### src/core/dxe_pkg.sv
// constants and carrier types for the extension access exception unit
package dxe_pkg;

    // register port word offsets (byte addresses, one word each)
    localparam logic [7:0] ADDR_FEATURE_CFG  = 8'h00;  // feature_presence_config
    localparam logic [7:0] ADDR_PROC_STATUS  = 8'h04;  // processor_status
    localparam logic [7:0] ADDR_CONTROL_WORD = 8'h08;  // ext_control_word
    localparam logic [7:0] ADDR_EXC_STATUS   = 8'h0c;  // last reserved or disabled code and pending writes

    // presence flag positions
    localparam int BASE_PRESENT_BIT = 10;              // in feature_presence_config
    localparam int REV2_PRESENT_BIT = 11;              // in feature_presence_config
    localparam int REV3_PRESENT_BIT = 28;              // in ext_control_word

    // access enable position in processor_status
    localparam int ACCESS_ENABLE_BIT = 24;

    // control word field layout
    localparam int POS_LSB    = 0;
    localparam int POS_MSB    = 5;
    localparam int SCOUNT_LSB = 7;
    localparam int SCOUNT_MSB = 12;
    localparam int CARRY_BIT  = 13;
    localparam int EFI_BIT    = 14;
    localparam int OUF_LSB    = 16;
    localparam int OUF_MSB    = 23;
    localparam int CCOND_LSB  = 24;
    localparam int CCOND_MSB  = 27;

    // reset values
    localparam logic [31:0] PROC_STATUS_RESET  = 32'h0000_0000;
    localparam logic [31:0] CONTROL_WORD_RESET = 32'h0000_0000;

    // exception codes
    localparam logic [4:0] EXC_CODE_NONE     = 5'h00;
    localparam logic [4:0] EXC_CODE_RESERVED = 5'h0a;  // reserved instruction
    localparam logic [4:0] EXC_CODE_DISABLED = 5'h1a;  // extension state disabled, 26

    // field mask bit indices
    localparam int FLD_POS    = 0;
    localparam int FLD_SCOUNT = 1;
    localparam int FLD_CARRY  = 2;
    localparam int FLD_EFI    = 3;
    localparam int FLD_OUFLAG = 4;
    localparam int FLD_CCOND  = 5;
    localparam int FLD_OTHER  = 6;                     // remaining bits, full read/write only
    localparam int NUM_FIELDS = 7;
    localparam logic [6:0] FLD_ALL = 7'h7f;

    // instruction classes presented by decode
    typedef enum logic [2:0] {
        CLS_NONE   = 3'h0,   // not an extension-related instruction
        CLS_BASE   = 3'h1,   // base extension instruction
        CLS_REV2   = 3'h2,   // second revision instruction
        CLS_REV3   = 3'h3,   // third revision instruction
        CLS_ACCMV  = 3'h4,   // accumulator move to/from
        CLS_OTHER  = 3'h5    // any other instruction touching extension state
    } dxe_class_type;

    // decode stage request
    typedef struct packed {
        logic          valid;        // an instruction is in decode
        dxe_class_type iclass;       // its class
        logic          acc_upper;    // it names accumulator one, two or three
        logic [6:0]    rd_fields;    // control word fields it reads
        logic [6:0]    wr_fields;    // control word fields it will write
        logic          ovf_request;  // datapath would flag arithmetic overflow
        logic          addr_fault;   // its memory address faults
    } dxe_decode_type;

    // writeback of control word fields
    typedef struct packed {
        logic        valid;          // an update retires this cycle
        logic [6:0]  fields;         // fields replaced from wdata
        logic [31:0] wdata;          // new field values, in place
        logic [7:0]  ouflag_set;     // sticky overflow bits to set
    } dxe_writeback_type;

    // exception decision to the pipeline
    typedef struct packed {
        logic       reserved_instr;  // reserved instruction exception
        logic       state_disabled;  // state disabled exception
        logic       arith_ovf;       // arithmetic overflow exception
        logic       addr_exc;        // address exception
        logic [4:0] exc_code;        // cause register code
    } dxe_exc_type;

endpackage : dxe_pkg

### src/core/dxe_access_unit.sv
// extension access gating, exception decision, control word and its interlock
//
// Local design decisions: the plain strobed port and the register offsets.
`timescale 1ns/1ns
`default_nettype none
// What this block does
// - config bit 10 shows base extension present
// - config bit 11 shows revision two present
// - revision two never without base presence
// - presence flags constant, writes ignored
// - software reads all three presence flags
// - unsupported extension instruction takes reserved instruction
// - status bit 24 gates extension and accumulators
// - disabled access raises state disabled, code 26
// - base only: disabled, else rev2 reserved
// - none present reserved; both present enable-gated
// - same checks for any extension state access
// - stall on control word data dependencies
// - full control word write and read
// - position field written and read as listed
// - carry, extract fail, insert size fields
// - compare condition written by compares, read by select
// - extension instructions never raise arithmetic overflow
// - non-arithmetic exceptions such as address still raised
// - overflow flags sticky, cleared by full write
module dxe_access_unit
    import dxe_pkg::*;
#(
    parameter bit BASE_PRESENT = 1'b1,   // base extension built in
    parameter bit REV2_PRESENT = 1'b1,   // second revision built in
    parameter bit REV3_PRESENT = 1'b0    // third revision built in
) (
    input  wire logic              core_clk,   // core clock
    input  wire logic              rst,        // synchronous reset, high
    input  wire logic [7:0]        reg_addr,   // register byte address
    input  wire logic [31:0]       reg_wdata,  // register write data
    input  wire logic              reg_wr,     // register write strobe
    input  wire logic              reg_rd,     // register read strobe
    output logic      [31:0]       reg_rdata,  // read data, cycle after strobe
    input  wire dxe_decode_type    dec,        // decode stage request
    input  wire dxe_writeback_type wb,         // control word update
    output dxe_exc_type            exc,        // exception decision
    output logic                   stall,      // hold decode
    output logic                   issue,      // decode instruction proceeds
    output logic      [31:0]       control_word // current control word to datapath
);

    // refuse a presence combination the hardware must never produce
    generate
        if (REV2_PRESENT && !BASE_PRESENT) begin : g_bad_rev2
            $error("revision two present requires base present");
        end
        if (REV3_PRESENT && !REV2_PRESENT) begin : g_bad_rev3
            $error("revision three present requires revision two present");
        end
    endgenerate

    // all state of the block
    typedef struct packed {
        logic [31:0] proc_status;   // processor status image
        logic [31:0] cword;         // extension control word, storable bits
        logic [6:0]  pending;       // fields with a write in flight
        logic [4:0]  last_code;     // code of last reserved or disabled exception
        logic [31:0] rdata;         // registered read data
    } dxe_state_type;

    dxe_state_type st;       // registered state
    dxe_state_type next_st;  // next state

    // presence flags are wired constants, never stored
    logic [31:0] feature_cfg;    // feature_presence_config read image
    logic        base_present;   // ext_base_present_flag
    logic        rev2_present;   // ext_rev2_present_flag
    logic        rev3_present;   // ext_rev3_present_flag
    logic        access_enable;  // ext_access_enable
    logic        gated;          // decode instruction is subject to the checks
    logic        supported;      // presence flags cover the instruction
    logic        hazard;         // dependency on an in-flight write
    logic [31:0] cword_view;     // control word as read, presence bit merged
    logic [31:0] field_mask;     // bit mask of fields replaced by writeback

    assign base_present  = BASE_PRESENT;
    assign rev2_present  = REV2_PRESENT;
    assign rev3_present  = REV3_PRESENT;
    assign access_enable = st.proc_status[ACCESS_ENABLE_BIT];

    // other config bits read zero; the flags cannot be written
    always_comb begin
        feature_cfg = 32'h0000_0000;
        feature_cfg[BASE_PRESENT_BIT] = base_present;
        feature_cfg[REV2_PRESENT_BIT] = rev2_present;
    end

    // presence bit of revision three shows inside the control word
    always_comb begin
        cword_view = st.cword;
        cword_view[REV3_PRESENT_BIT] = rev3_present;
    end

    assign control_word = cword_view;

    // expand a field mask into the control word bits it covers
    function automatic logic [31:0] fields_to_bits(input logic [6:0] f);
        logic [31:0] m;
        m = 32'h0000_0000;
        if (f[FLD_POS])    m[POS_MSB:POS_LSB]       = 6'h3f;
        if (f[FLD_SCOUNT]) m[SCOUNT_MSB:SCOUNT_LSB] = 6'h3f;
        if (f[FLD_CARRY])  m[CARRY_BIT]             = 1'b1;
        if (f[FLD_EFI])    m[EFI_BIT]               = 1'b1;
        if (f[FLD_OUFLAG]) m[OUF_MSB:OUF_LSB]       = 8'hff;
        if (f[FLD_CCOND])  m[CCOND_MSB:CCOND_LSB]   = 4'hf;
        // other bits are 31:29, 15 and 6; carry and the presence bit stay out
        if (f[FLD_OTHER])  m = m | 32'he000_8040;
        m[REV3_PRESENT_BIT] = 1'b0;
        return m;
    endfunction

    // does the decode instruction fall under the access checks
    always_comb begin
        case (dec.iclass)
            CLS_BASE, CLS_REV2, CLS_REV3: gated = dec.valid;
            CLS_ACCMV: gated = dec.valid & dec.acc_upper;
            CLS_OTHER: gated = dec.valid;
            default:   gated = 1'b0;
        endcase
    end

    // which implementation levels cover the instruction
    always_comb begin
        case (dec.iclass)
            CLS_BASE, CLS_ACCMV, CLS_OTHER: supported = base_present;
            CLS_REV2: supported = base_present & rev2_present;
            CLS_REV3: supported = base_present & rev2_present & rev3_present;
            default:  supported = 1'b1;
        endcase
    end

    // decision formed straight from decode, so it precedes any state update
    always_comb begin
        exc = '0;
        if (gated && !base_present) begin
            // nothing present gives reserved whatever the enable
            exc.reserved_instr = 1'b1;
            exc.exc_code       = EXC_CODE_RESERVED;
        end else if (gated && !access_enable) begin
            // any level present: disabled wins over a missing revision
            exc.state_disabled = 1'b1;
            exc.exc_code       = EXC_CODE_DISABLED;
        end else if (gated && !supported) begin
            // enabled, but this level is not built
            exc.reserved_instr = 1'b1;
            exc.exc_code       = EXC_CODE_RESERVED;
        end else if (dec.valid && dec.addr_fault) begin
            // address faults stay architectural for extension loads
            exc.addr_exc = 1'b1;
        end else if (dec.valid && dec.ovf_request && dec.iclass == CLS_NONE) begin
            // extension classes swallow overflow; only flags record it
            exc.arith_ovf = 1'b1;
        end
    end

    // read after write and write after write on any in-flight field
    // one write per field may be in flight; a second waits, which costs some
    // throughput but keeps the scoreboard a single bit per field
    assign hazard = dec.valid & (|((dec.rd_fields | dec.wr_fields) & st.pending));
    assign stall  = hazard & ~(exc.reserved_instr | exc.state_disabled);
    assign issue  = dec.valid & ~stall & ~(|{exc.reserved_instr, exc.state_disabled,
                                             exc.addr_exc, exc.arith_ovf});

    assign field_mask = fields_to_bits(wb.fields);

    // next state
    always_comb begin
        next_st = st;
        next_st.rdata = 32'h0000_0000;

        // retired field updates: full write replaces all bits
        // pos carry, extract fail, insert size ccond
        if (wb.valid) begin
            next_st.cword   = (st.cword & ~field_mask) | (wb.wdata & field_mask);
            next_st.pending = st.pending & ~wb.fields;
            // sticky overflow bits set on every retired update, full write included
            next_st.cword[OUF_MSB:OUF_LSB] = next_st.cword[OUF_MSB:OUF_LSB] | wb.ouflag_set;
        end

        // new write in flight; set beats a same-cycle clear
        if (issue) begin
            next_st.pending = next_st.pending | dec.wr_fields;
        end

        // remember code of the raised exception
        if (exc.reserved_instr || exc.state_disabled) begin
            next_st.last_code = exc.exc_code;
        end

        // software register writes
        if (reg_wr) begin
            case (reg_addr)
                ADDR_PROC_STATUS: next_st.proc_status = reg_wdata;
                ADDR_CONTROL_WORD: begin
                    // direct software write acts as full replacement
                    next_st.cword = reg_wdata;
                    next_st.cword[OUF_MSB:OUF_LSB] = reg_wdata[OUF_MSB:OUF_LSB]
                                                   | (wb.valid ? wb.ouflag_set : 8'h00);
                end
                default: ;                                   // config is read only
            endcase
        end
        next_st.cword[REV3_PRESENT_BIT] = 1'b0;             // constant, never stored

        // software register reads, data in the next cycle
        if (reg_rd) begin
            case (reg_addr)
                ADDR_FEATURE_CFG:  next_st.rdata = feature_cfg;
                ADDR_PROC_STATUS:  next_st.rdata = st.proc_status;
                ADDR_CONTROL_WORD: next_st.rdata = cword_view;
                ADDR_EXC_STATUS:   next_st.rdata = {20'h00000, st.pending, st.last_code};
                default:           next_st.rdata = 32'h0000_0000;
            endcase
        end

        if (rst) begin
            next_st.proc_status = PROC_STATUS_RESET;
            next_st.cword       = CONTROL_WORD_RESET;
            next_st.pending     = 7'h00;
            next_st.last_code   = EXC_CODE_NONE;
            next_st.rdata       = 32'h0000_0000;
        end
    end

    // state register
    always_ff @(posedge core_clk) begin
        st <= next_st;
    end

    assign reg_rdata = st.rdata;

endmodule : dxe_access_unit
`default_nettype wire

### config.mk
export PLATFORM = sky130hd
export DESIGN_NAME = dxe_access_unit
export DESIGN_NICKNAME = d
export VERILOG_FILES = /design/src/core/dxe_pkg.sv /design/src/core/dxe_access_unit.sv
export SDC_FILE = /design/constraint.sdc
export NUM_CORES = 1
export LEC_CHECK = 0
export BUFFER_PORTS_ARGS = -buffer_cell sky130_fd_sc_hd__buf_2
export CORE_ASPECT_RATIO = 0.5
export CORE_MARGIN = 8
export CORE_UTILIZATION = 45
export DETAILED_ROUTE_END_ITERATION = 8
export GPL_ROUTABILITY_DRIVEN = 0
export PLACE_DENSITY = 0.82
export SYNTH_ARGS = -nofsm -noshare
export SYNTH_HDL_FRONTEND = slang
export SYNTH_SLANG_ARGS = --single-unit
### constraint.sdc
create_clock -name core_clk -period 2.23 [get_ports core_clk]
set_input_delay 0.3345 -clock core_clk [delete_from_list [all_inputs] [get_ports core_clk]]
set_output_delay 0.3345 -clock core_clk [all_outputs]
set_load 0.02 [all_outputs]
# Word level (Yosys, flattened, before mapping)
# Cells that the tools add are included.
[word_totals]
reg_bits = 108
inputBits = 113
[op_classes]
eq_ne = 8
mux = 25
bitwise = 21
n_reduce_logical = 14
[ops]
columns = ["cell", "n"]
rows = [
  ["$pmux W32 S4", 1],
  ["$mux W32", 3],
  ["$and A32 B32 Y32", 2],
  ["$mux W64", 1],
  ["$mux W39", 1],
  ["$not A32 Y32", 1],
  ["$or A32 B32 Y32", 1],
  ["$eq A8 B4 Y1 const B", 2],
  ["$mux W8", 2],
  ["$or A8 B8 Y8", 2],
  ["$and A7 B7 Y7", 2],
  ["$or A7 B7 Y7", 2],
  ["$mux W6", 2],
  ["$eq A8 B3 Y1 const B", 1],
  ["$logic_not A8 Y1", 1],
  ["$mux W1", 8],
  ["$mux W4", 2],
  ["$reduce_or A4 Y1", 2],
  ["$mux W7", 1],
  ["$not A7 Y7", 1],
  ["$reduce_or A7 Y1", 1],
  ["$eq A3 B2 Y1 const B", 2],
  ["$eq A3 B3 Y1 const B", 2],
  ["$and A1 B1 Y1", 5],
  ["12 further kinds", 20],
]

# Logic depth before layout (Yosys ltp)
# Gate-level depths: netlist of run 1.
[logic_depth]
depth_word = 13
mapped_depth = 6

# Worst setup path before layout of run 1
# No wires, ideal clock.
[synth_timing]
path_type = "input port to output port"
startpoint = "input port dec[11] (netlist name)"
endpoint = "output port issue"
t_arrival_ps = 1371
required_ps = 1896
path_slack_ps = 524
path_stages = 5
path_cell_list = "o21ai_0 > nand3_1 > or3b_1 > buf_2 > nor2_1"
[synth_via]
elab_chain_len = 8
[synth_rtl]
columns = ["item", "line_no", "text"]
rows = [
  ["start, declared", "dxe_access_unit.sv:40", "input wire dxe_decode_type dec,"],
  ["$or A7 B7 Y7", "dxe_access_unit.sv:165", "assign hazard = dec.valid & (|((dec.rd_fields | dec.wr_fields) & st.pending));"],
  ["$and A7 B7 Y7", "dxe_access_unit.sv:165", ""],
  ["$reduce_or A7 Y1", "dxe_access_unit.sv:165", ""],
  ["$and A1 B1 Y1", "dxe_access_unit.sv:165", ""],
  ["$and A1 B1 Y1", "dxe_access_unit.sv:166", "assign stall = hazard & ~(exc.reserved_instr | exc.state_disabled);"],
  ["$not A1 Y1", "dxe_access_unit.sv:167", "assign issue = dec.valid & ~stall & ~(|{exc.reserved_instr, exc.state_disabled,"],
  ["$and A1 B1 Y1 (2 in series)", "dxe_access_unit.sv:167", ""],
  ["end, declared", "dxe_access_unit.sv:44", "output logic issue,"],
]
# No other way between the ends.

# Worst setup path in the final report of run 1
[layout_timing]
startpoint = "register st, in the netlist access_enable"
endpoint = "output port issue"
[layout_via]
elab_chain_len = 9
[layout_rtl]
columns = ["item", "line_no", "text"]
rows = [
  ["start, declared", "dxe_access_unit.sv:67", "dxe_state_type st;"],
  ["start signal, assigned", "dxe_access_unit.sv:233", "st <= next_st;"],
  ["$logic_not A1 Y1 *", "dxe_access_unit.sv:145", "end else if (gated && !access_enable) begin"],
  ["$logic_and A1 B1 Y1 *", "dxe_access_unit.sv:145", ""],
  ["$mux W1", "dxe_access_unit.sv:145", ""],
  ["$or A1 B1 Y1", "dxe_access_unit.sv:166", ""],
  ["$not A1 Y1", "dxe_access_unit.sv:166", ""],
  ["$and A1 B1 Y1", "dxe_access_unit.sv:166", ""],
  ["$not A1 Y1", "dxe_access_unit.sv:167", ""],
  ["$and A1 B1 Y1", "dxe_access_unit.sv:167", ""],
  ["$and A1 B1 Y1 *", "dxe_access_unit.sv:167", ""],
]
# Mark *: on every way between the ends. The rest lies on a longest branch, timed or not.

==> results.py, run 1 <==
metrics = {
    "power_and_ir_drop": {
        "p_per_area_nw_per_um2": 698,
        "fin_total_pwr_mw": 3.94,
        "peakVddDrop_mv": 0.377,
        "p_leak_nw": 2.49,
    },
    "synth": {
        "yosys_register_bits": 104,
        "synth_area_per_cell_um2": 8.30,
        "syn_inst": 581,
        "ys_warn_count": 0,
        "netlist_area_um2": 4820,
        "synth-seq-area-share_pct": 43.2,
        "synth_cell_type_count": 32,
        "synthTopCellsByArea": "dfxtp_1, buf_4, nand2_1",
        "synth.top_cell.area_share_pct": 43.2,
        "synth_area_leader_cell": "dfxtp_1",
    },
    "setup_path": {
        "critical_path.endpoint_type": "primary output",
        "cp_max_fo": 9,
        "crit_arrival_ns": 1.68,
        "critical_path_class": "flip-flop to primary output",
        "cp_data_required_time_ns": 1.90,
        "start_kind": "flip-flop",
    },
    "status": {
        "status": "complete, no violations",
    },
    "sta": {
        "fin_crit_ns": 2.01,
        "hold_viol_final": 0,
        "fmax_mhz": 496,
        "rsz0062_at_grt": "no",
        "final_max_slew_viol_count": 0,
        "skew_ns": 0.00810,
        "slew_headroom_pct": 62.3,
        "finalCritPeriodShare_pct": 90.4,
        "worst_slew_pin_slew_ns": 0.565,
        "setup_violations": 0,
        "tns_ns": 0,
    },
    "hold_path": {
        "hold_class": "primary input to flip-flop",
    },
    "floorplan": {
        "io_pins": 188,
        "row_count": 26,
        "fp.dieArea_um2": 14500,
        "die_height_um": 89.2,
        "core_um2": 10300,
        "fp.dieW_um": 162,
        "initial_utilization_pct": 46.8,
    },
    "placed_design": {
        "io_buffer_count": 183,
        "dp_hpwl_mm": 10.9,
    },
    "global_route": {
        "grt_pass1_vias": 4367,
        "grt_usage_pct": 19.6,
        "grt_first_pass_wirelength_mm": 22.5,
        "grt_max_degree": 41,
        "antenna_found_initial": 0,
        "grt_overflow": 0,
    },
    "routing": {
        "totalWireLength_mm": 14.4,
        "met2WireLength_mm": 6.84,
        "topRoutingLayerUsed": "met4",
        "drtPass1Iterations": 4,
        "drc": 0,
        "viasPerCell": 5.27,
        "vias": 4383,
        "m1WireLength_mm": 6.34,
        "detail-route-antenna-nets": 0,
        "wl_per_cell_um": 17.3,
        "dr.first_iter.drc_count": 297,
        "dr_wl_met3_um": 952,
    },
    "layout": {
        "nNetsFinal": 800,
        "drive_gt1_share_pct": 32.9,
        "fill_cells": 974,
        "insertedDiodeCount": 0,
        "multi_input_area_um2": 2000,
        "synthToLayoutAreaGrowth_pct": 16.9,
        "seqCellArea_um2": 2080,
    },
    "clock_tree": {
        "cts_tree": "yes",
        "cts_setup_buffers": 0,
        "hold_buffers": 0,
        "cts_made_buffers": 9,
        "clock_sinks": 104,
        "clk_latency_ns": 0.34,
        "cts_resized": 0,
        "cts_buffer_depth": 2,
        "path_clk_slew_ns": 0.07,
        "cts-root-buf": "clkbuf_16",
        "cts_htree_levels": 3,
    },
    "flow_run": {
        "cap_violations": 0,
    },
}
report_power, final:
group | switching, mW | internal [mW] | total [mW]
logic | 0.245 | 0.176 | 0.421
clock network | 0.687 | 0.905 | 1.59
registers | 0.0297 | 1.90 | 1.93
cell families after synthesis:
logic type	count (synthesis)	share of synthesized area, %
muxes	24	5.34
other	1	0.0777
buffers and inverters	118	15.6
DFF	104	43.2
AOI/OAI and AO/OA	116	16.1
and+or+nand+nor	218	19.7
state kept, by name (all words and copies together), names as in the netlist:
signal	flops
access_enable	1
control_word	31
reg_rdata	32
st	40
cells in the final DEF, fill, tap and decap left out, drive strengths merged, types with 2 or more instances in the layout:
master  instances
buf           198
nand2         105
dfxtp         104
nor2           63
a21oi          42
a22oi          29
nand3          27
a311oi         23
mux2           14
inv            14
clkbuf         12
o21ai          10
mux2i          10
nand3b          7
o41ai           7
nor2b           4
nand4           4
and3            3
conb            3
a211oi          2
path summary, 6_finish.rpt:
check | cells after the start | slack (ns) | from | to
min reg2reg | 2 | 0.45 | st[104] | st[104]
max reg2reg | 5 | 0.70 | st[37] | st[37]
max | 5 | 0.22 | access_enable | issue
min | 3 | 0.24 | wb[2] | control_word[18]
worst max-delay path: stages (launching register included):
cell and delay (ns):
dfxtp_1 0.38, nor2_1 0.07, a32oi_1 0.27, nand4_2 0.29, nor2_1 0.17, buf_2 0.17
cell type report:
cell class,instances,area share [%]
Multi-Input combinational cell,361,35.4
Sequential cell,104,36.9
Tap cell,140,3.11
Clock buffer,12,4.37
Clock inverter,4,0.909
Inverter,13,0.865
Timing Repair Buffer,198,18.5
through the flow:
stage	cell area (um2)	worst slack, ns	hold WS, ns	cells	util [%]
3_5_place_dp	5340	0.369	0.446	816	51.8
4_1_cts	5640	0.188	0.228	832	54.7
5_1_grt	5640	0.0806	0.230	832	54.7
2_1_floorplan	4830	0.524	0.432	583	-
6_report	5640	0.215	0.240	832	54.7
3_3_place_gp	5340	0.396	0.440	816	51.8
routing by layer:
metal  up-vias  global-route usage (%)
met1      2054                    24.7
met2       167                    33.5
li1       2142                       -
met4         0                    6.17
met5         -                       0
met3        20                    4.32
synth_stat cells, drive strengths merged:
cell / number
and3: 3
dfxtp: 104
a311oi: 23
a31oi: 1
nand3b: 7
o211ai: 1
nand2b: 1
or4b: 1
nor4: 1
inv: 13
clkbuf: 18
a22oi: 29
a32oi: 1
or3b: 1
nand2: 105
mux2: 14
mux2i: 10
o21ai: 10
buf: 87
nor2b: 4
a211oi: 2
nand4: 4
nand3: 27
nor2: 63
a21oi: 42
and4: 1
conb: 1
o41ai: 7
No activity file was read; power rests on OpenSTA's default activity.
==> run 2, diff against run 1 <==
--- a/config.mk
+++ b/config.mk
@@ -5,7 +5,7 @@
 export SDC_FILE = /design/constraint.sdc
 export NUM_CORES = 1
 export LEC_CHECK = 0
-export BUFFER_PORTS_ARGS = -buffer_cell sky130_fd_sc_hd__buf_2
+export BUFFER_PORTS_ARGS = -buffer_cell sky130_fd_sc_hd__buf_4
 export CORE_ASPECT_RATIO = 0.5
 export CORE_MARGIN = 8
 export CORE_UTILIZATION = 45
==> run 2 against run 1 <==
  * Critical path depth did not move
  * Core utilization rose by 4.5 points
  * Clock skew rose by 0.0021 ns
  * Die area did not move
  * Critical path type unchanged
  * Sequential power barely moved
  * Via count rose by 2.3%
  * Combinational power rose by 19%
  * Routed wire length rose by 2.9%
  * Hold slack improved by 0.0072 ns
==> results.py, run 2 (synthesis gave the netlist of run 1 again) <==
metrics = {
    "status": {
        "status": "complete, no violations",
    },
    "sta": {
        "fmax_mhz": 504,
        "slew_headroom_pct": 57.8,
        "rsz0062_at_grt": "no",
        "worst_slew_pin_slew_ns": 0.633,
        "fin_crit_ns": 1.99,
        "finalCritPeriodShare_pct": 89.1,
        "tns_ns": 0,
        "final_max_slew_viol_count": 0,
        "hold_viol_final": 0,
        "skew_ns": 0.0102,
        "hold_ws_ns": 0.247,
        "setup_violations": 0,
        "timing.final.ws_setup_ns": 0.244,
    },
    "floorplan": {
        "initial_utilization_pct": 46.8,
        "fp.dieW_um": 162,
        "die_height_um": 89.2,
        "io_pins": 188,
        "row_count": 26,
        "fp.dieArea_um2": 14500,
        "core_um2": 10300,
    },
    "setup_path": {
        "critical_path.endpoint_type": "primary output",
        "crit_arrival_ns": 1.65,
        "cp_data_required_time_ns": 1.90,
        "cp_max_fo": 9,
        "reg2reg_depth": 5,
        "critical_path_class": "flip-flop to primary output",
        "start_kind": "flip-flop",
    },
    "clock_tree": {
        "cts_setup_buffers": 0,
        "clock_sinks": 104,
        "cts-root-buf": "clkbuf_16",
        "cts_tree": "yes",
        "cts_htree_levels": 3,
        "hold_buffers": 0,
        "path_clk_slew_ns": 0.07,
        "clk_latency_ns": 0.34,
        "cts_buffer_depth": 2,
        "cts_resized": 0,
        "cts_made_buffers": 9,
    },
    "flow_run": {
        "cap_violations": 0,
    },
    "placed_design": {
        "io_buffer_count": 183,
        "place_worst_setup_slack_ns": 0.393,
        "dp_hpwl_mm": 11.2,
        "placed_area_um2": 5810,
    },
    "global_route": {
        "grt_first_pass_wirelength_mm": 22.4,
        "grt_usage_pct": 19.6,
        "grt_pass1_vias": 4439,
        "grt_overflow": 0,
        "antenna_found_initial": 0,
        "grt_max_degree": 55,
    },
    "routing": {
        "drc": 0,
        "wl_per_cell_um": 17.8,
        "detail-route-antenna-nets": 0,
        "vias": 4484,
        "totalWireLength_mm": 14.8,
        "viasPerCell": 5.40,
        "drtPass1Iterations": 5,
        "dr.first_iter.drc_count": 319,
    },
    "power_and_ir_drop": {
        "p_leak_nw": 2.59,
        "peakVddDrop_mv": 0.345,
        "p_per_area_nw_per_um2": 658,
    },
    "layout": {
        "top_register": "st",
        "nNetsFinal": 800,
        "fill_cells": 937,
        "largest_reg_flops": 40,
        "synthToLayoutAreaGrowth_pct": 26.6,
        "final_cell_mix": "buf_4, nand2_1, dfxtp_1",
        "layout_commonest_cell": "buf_4",
        "drive_gt1_share_pct": 32.9,
        "insertedDiodeCount": 0,
        "final_area_um2": 6110,
    },
    "hold_path": {
        "hold_class": "primary input to flip-flop",
        "min_delay_path_depth": 3,
    },
}
[run 2: cell count changes in the layout (fill, tap and decap cells not counted), sizes merged]
cell / before / now
clkinv: 1 / 0
clkinvlp: 1 / 0
[run 2: final cells by class]
class	count	area [um2]	area share [%]
Clock buffer	12	256	4.20
Inverter	13	48.8	0.799
Tap cell	140	175	2.87
Sequential cell	104	2080	34.1
Timing Repair Buffer	198	1510	24.7
Multi-Input combinational cell	361	2000	32.7
Clock inverter	2	38.8	0.635
[run 2: metal layers]
layer	track usage (%)	up-vias	wire [um]
met2	34.1	177	7270
met4	7.42	0	341
met3	4.69	27	987
met1	23.4	2146	6210
li1	-	2134	-
met5	0	-	0
[run 2: critical path, cell delays in order (launching register included)]
cell and delay, ns:
dfxtp_1 0.37, nor2_1 0.07, a32oi_1 0.27, nand4_2 0.28, nor2_1 0.18, buf_4 0.15
[run 2: final timing paths]
check                  to  slack, ns           from
setup / recovery    issue       0.24  access_enable
hold / removal     st[79]       0.25   reg_wdata[3]
setup reg to reg   st[43]       0.72         st[37]
hold reg to reg   st[103]       0.45        st[103]
[run 2: stage by stage]
stage / total power [mW] / std cells / util [%]
floorplan: 2.23 / 583 / -
global placement: 2.46 / 816 / 56.4
global route: 4.16 / 830 / 59.2
finish: 4.02 / 830 / 59.2
CTS: 4.04 / 830 / 59.2
detailed placement: 2.47 / 816 / 56.4
[run 2: power by group]
group          internal, mW  total (mW)  leakage [nW]  switching (mW)
Clock                 0.924        1.59         0.145           0.663
Combinational         0.252       0.501          1.60           0.249
Sequential             1.90        1.93         0.843          0.0312
==> run 3, diff against run 2 <==
==> constraint.sdc (replaced) <==
create_clock -name core_clk -period 2.23 [get_ports core_clk]
set_input_delay 0.223 -clock core_clk [delete_from_list [all_inputs] [get_ports core_clk]]
set_output_delay 0.223 -clock core_clk [all_outputs]
set_load 0.02 [all_outputs]
==> run 3 against run 2 <==
  * Non-clock buffer count decreased by 1
  * First-iteration DRC count increased by 6.6%
  * Clock skew decreased by 0.0031 ns
  * Die area unchanged
  * Power increased by 0.45%
  * Setup slack improved by 0.018 ns
  * Count of clock-buffer cells in the layout decreased by 1
  * Flip-flop and latch count unchanged
  * Hold slack got worse by 0.11 ns
  * Routed wire length increased by 1.1%
  * Critical path type unchanged
  * Largest cell class unchanged
  * Largest power group unchanged
==> results.py, run 3 (synthesis gave the netlist of run 1 again) <==
metrics = {
    "status": {
        "status": "complete, no violations",
    },
    "sta": {
        "hold_viol_final": 0,
        "setup_violations": 0,
        "rsz0062_at_grt": "no",
        "slew_headroom_pct": 63.1,
        "fin_crit_ns": 1.97,
        "tns_ns": 0,
        "worst_slew_pin_slew_ns": 0.553,
        "skew_ns": 0.00708,
        "final_max_slew_viol_count": 0,
        "fmax_mhz": 508,
        "finalCritPeriodShare_pct": 88.2,
    },
    "floorplan": {
        "fp.dieArea_um2": 14500,
        "core_um2": 10300,
        "die_height_um": 89.2,
        "fp.dieW_um": 162,
        "initial_utilization_pct": 46.8,
        "row_count": 26,
        "io_pins": 188,
    },
    "power_and_ir_drop": {
        "peakVddDrop_mv": 0.475,
        "p_per_area_nw_per_um2": 660,
        "p_leak_nw": 2.59,
    },
    "layout": {
        "drive_gt1_share_pct": 33.0,
        "fill_cells": 930,
        "final_cell_mix": "buf_4, nand2_1, dfxtp_1",
        "nNetsFinal": 799,
        "largest_reg_flops": 40,
        "final_area_um2": 6110,
        "insertedDiodeCount": 0,
        "synthToLayoutAreaGrowth_pct": 26.7,
        "layout_commonest_cell": "buf_4",
        "top_register": "st",
    },
    "routing": {
        "detail-route-antenna-nets": 0,
        "wl_per_cell_um": 18.0,
        "totalWireLength_mm": 15.0,
        "viasPerCell": 5.31,
        "drtPass1Iterations": 5,
        "vias": 4416,
        "dr.first_iter.drc_count": 340,
        "drc": 0,
    },
    "setup_path": {
        "cpPeakStageDelay_ns": 0.51,
        "worstPathBufferInverterCount": 1,
        "cp_data_required_time_ns": 2.01,
        "crit_chain": "o21ai_0 > nand4_1 > or3b_1 > nor2_1 > buf_4",
        "cpLargestDelayFamily": "simple AND/OR/NAND/NOR gates",
        "critical_path_class": "flip-flop to primary output",
        "crit_slowest_cell": "or3b_1",
        "reg2reg_depth": 4,
        "start_kind": "flip-flop",
        "cp_max_fo": 8,
        "cp_num_cells": 5,
        "critical_path.endpoint_type": "primary output",
        "crit_arrival_ns": 1.74,
    },
    "hold_path": {
        "min_delay_path_depth": 3,
        "hold_class": "primary input to flip-flop",
    },
    "clock_tree": {
        "clock_sinks": 104,
        "path_clk_slew_ns": 0.07,
        "cts_made_buffers": 9,
        "cts_buffer_depth": 2,
        "hold_buffers": 0,
        "cts_resized": 0,
        "cts-root-buf": "clkbuf_16",
        "clk_latency_ns": 0.34,
        "cts_htree_levels": 3,
        "cts_setup_buffers": 0,
        "cts_tree": "yes",
    },
    "global_route": {
        "grt_first_pass_wirelength_mm": 23.0,
        "antenna_found_initial": 0,
        "grt_overflow": 0,
        "grt_usage_pct": 20.2,
        "grt_pass1_vias": 4461,
        "grt_max_degree": 50,
    },
    "placed_design": {
        "io_buffer_count": 183,
        "placed_area_um2": 5810,
        "dp_hpwl_mm": 11.2,
    },
    "flow_run": {
        "cap_violations": 0,
    },
}
==> run 3: changes by cell type in the layout (fill, tap and decap cells not counted), sizes merged <==
cell and delta:
buf -1, inv +1, clkbuf -1, clkinvlp +2
==> run 3: cell type report <==
class                           instances  area (um2)  share of cell area (%)
Multi-Input combinational cell        361        2000                    32.7
Timing Repair Buffer                  197        1500                    24.6
Clock buffer                           11         243                    3.97
Sequential cell                       104        2080                    34.1
Tap cell                              140         175                    2.87
Inverter                               13        48.8                   0.799
Clock inverter                          5        62.6                    1.02
==> run 3: final timing paths <==
path,startpoint,endpoint,slack (ns)
max reg2reg,st[43],st[40],0.71
min,wb[7],control_word[23],0.13
min reg2reg,st[106],st[106],0.45
max,st[43],issue,0.26
==> run 3: worst reg2reg max path, cell delays in order (launching register included) <==
cell	delay, ns
dfxtp_1	0.34
o21ai_0	0.10
nand4_1	0.17
or3b_1	0.51
o41ai_1	0.29
==> run 3: routing by layer <==
layer	global-route usage [%]	vias to the layer above	wire length, um
met5	0	-	0
met4	5.67	0	240
met2	35.8	162	7380
met1	24.3	2108	6380
li1	-	2131	-
met3	4.73	15	967
==> run 3: power breakdown <==
part           switching, mW  leakage, nW  internal [mW]  total [mW]
Combinational          0.249         1.60          0.248       0.496
Sequential            0.0318        0.843           1.90        1.93
Clock                  0.700        0.143          0.910        1.61
Total                  0.981         2.59           3.05        4.03
==> run 3: stage by stage <==
step	hold slack [ns]	cells	power [mW]	utilization [%]	setup WS, ns
2_1_floorplan	0.359	583	2.23	-	0.747
3_3_place_gp	0.439	815	2.46	56.3	0.530
3_5_place_dp	0.447	815	2.47	56.3	0.518
4_1_cts	0.132	831	4.06	59.3	0.268
5_1_grt	0.130	831	4.19	59.3	0.166
6_report	0.134	831	4.03	59.3	0.262
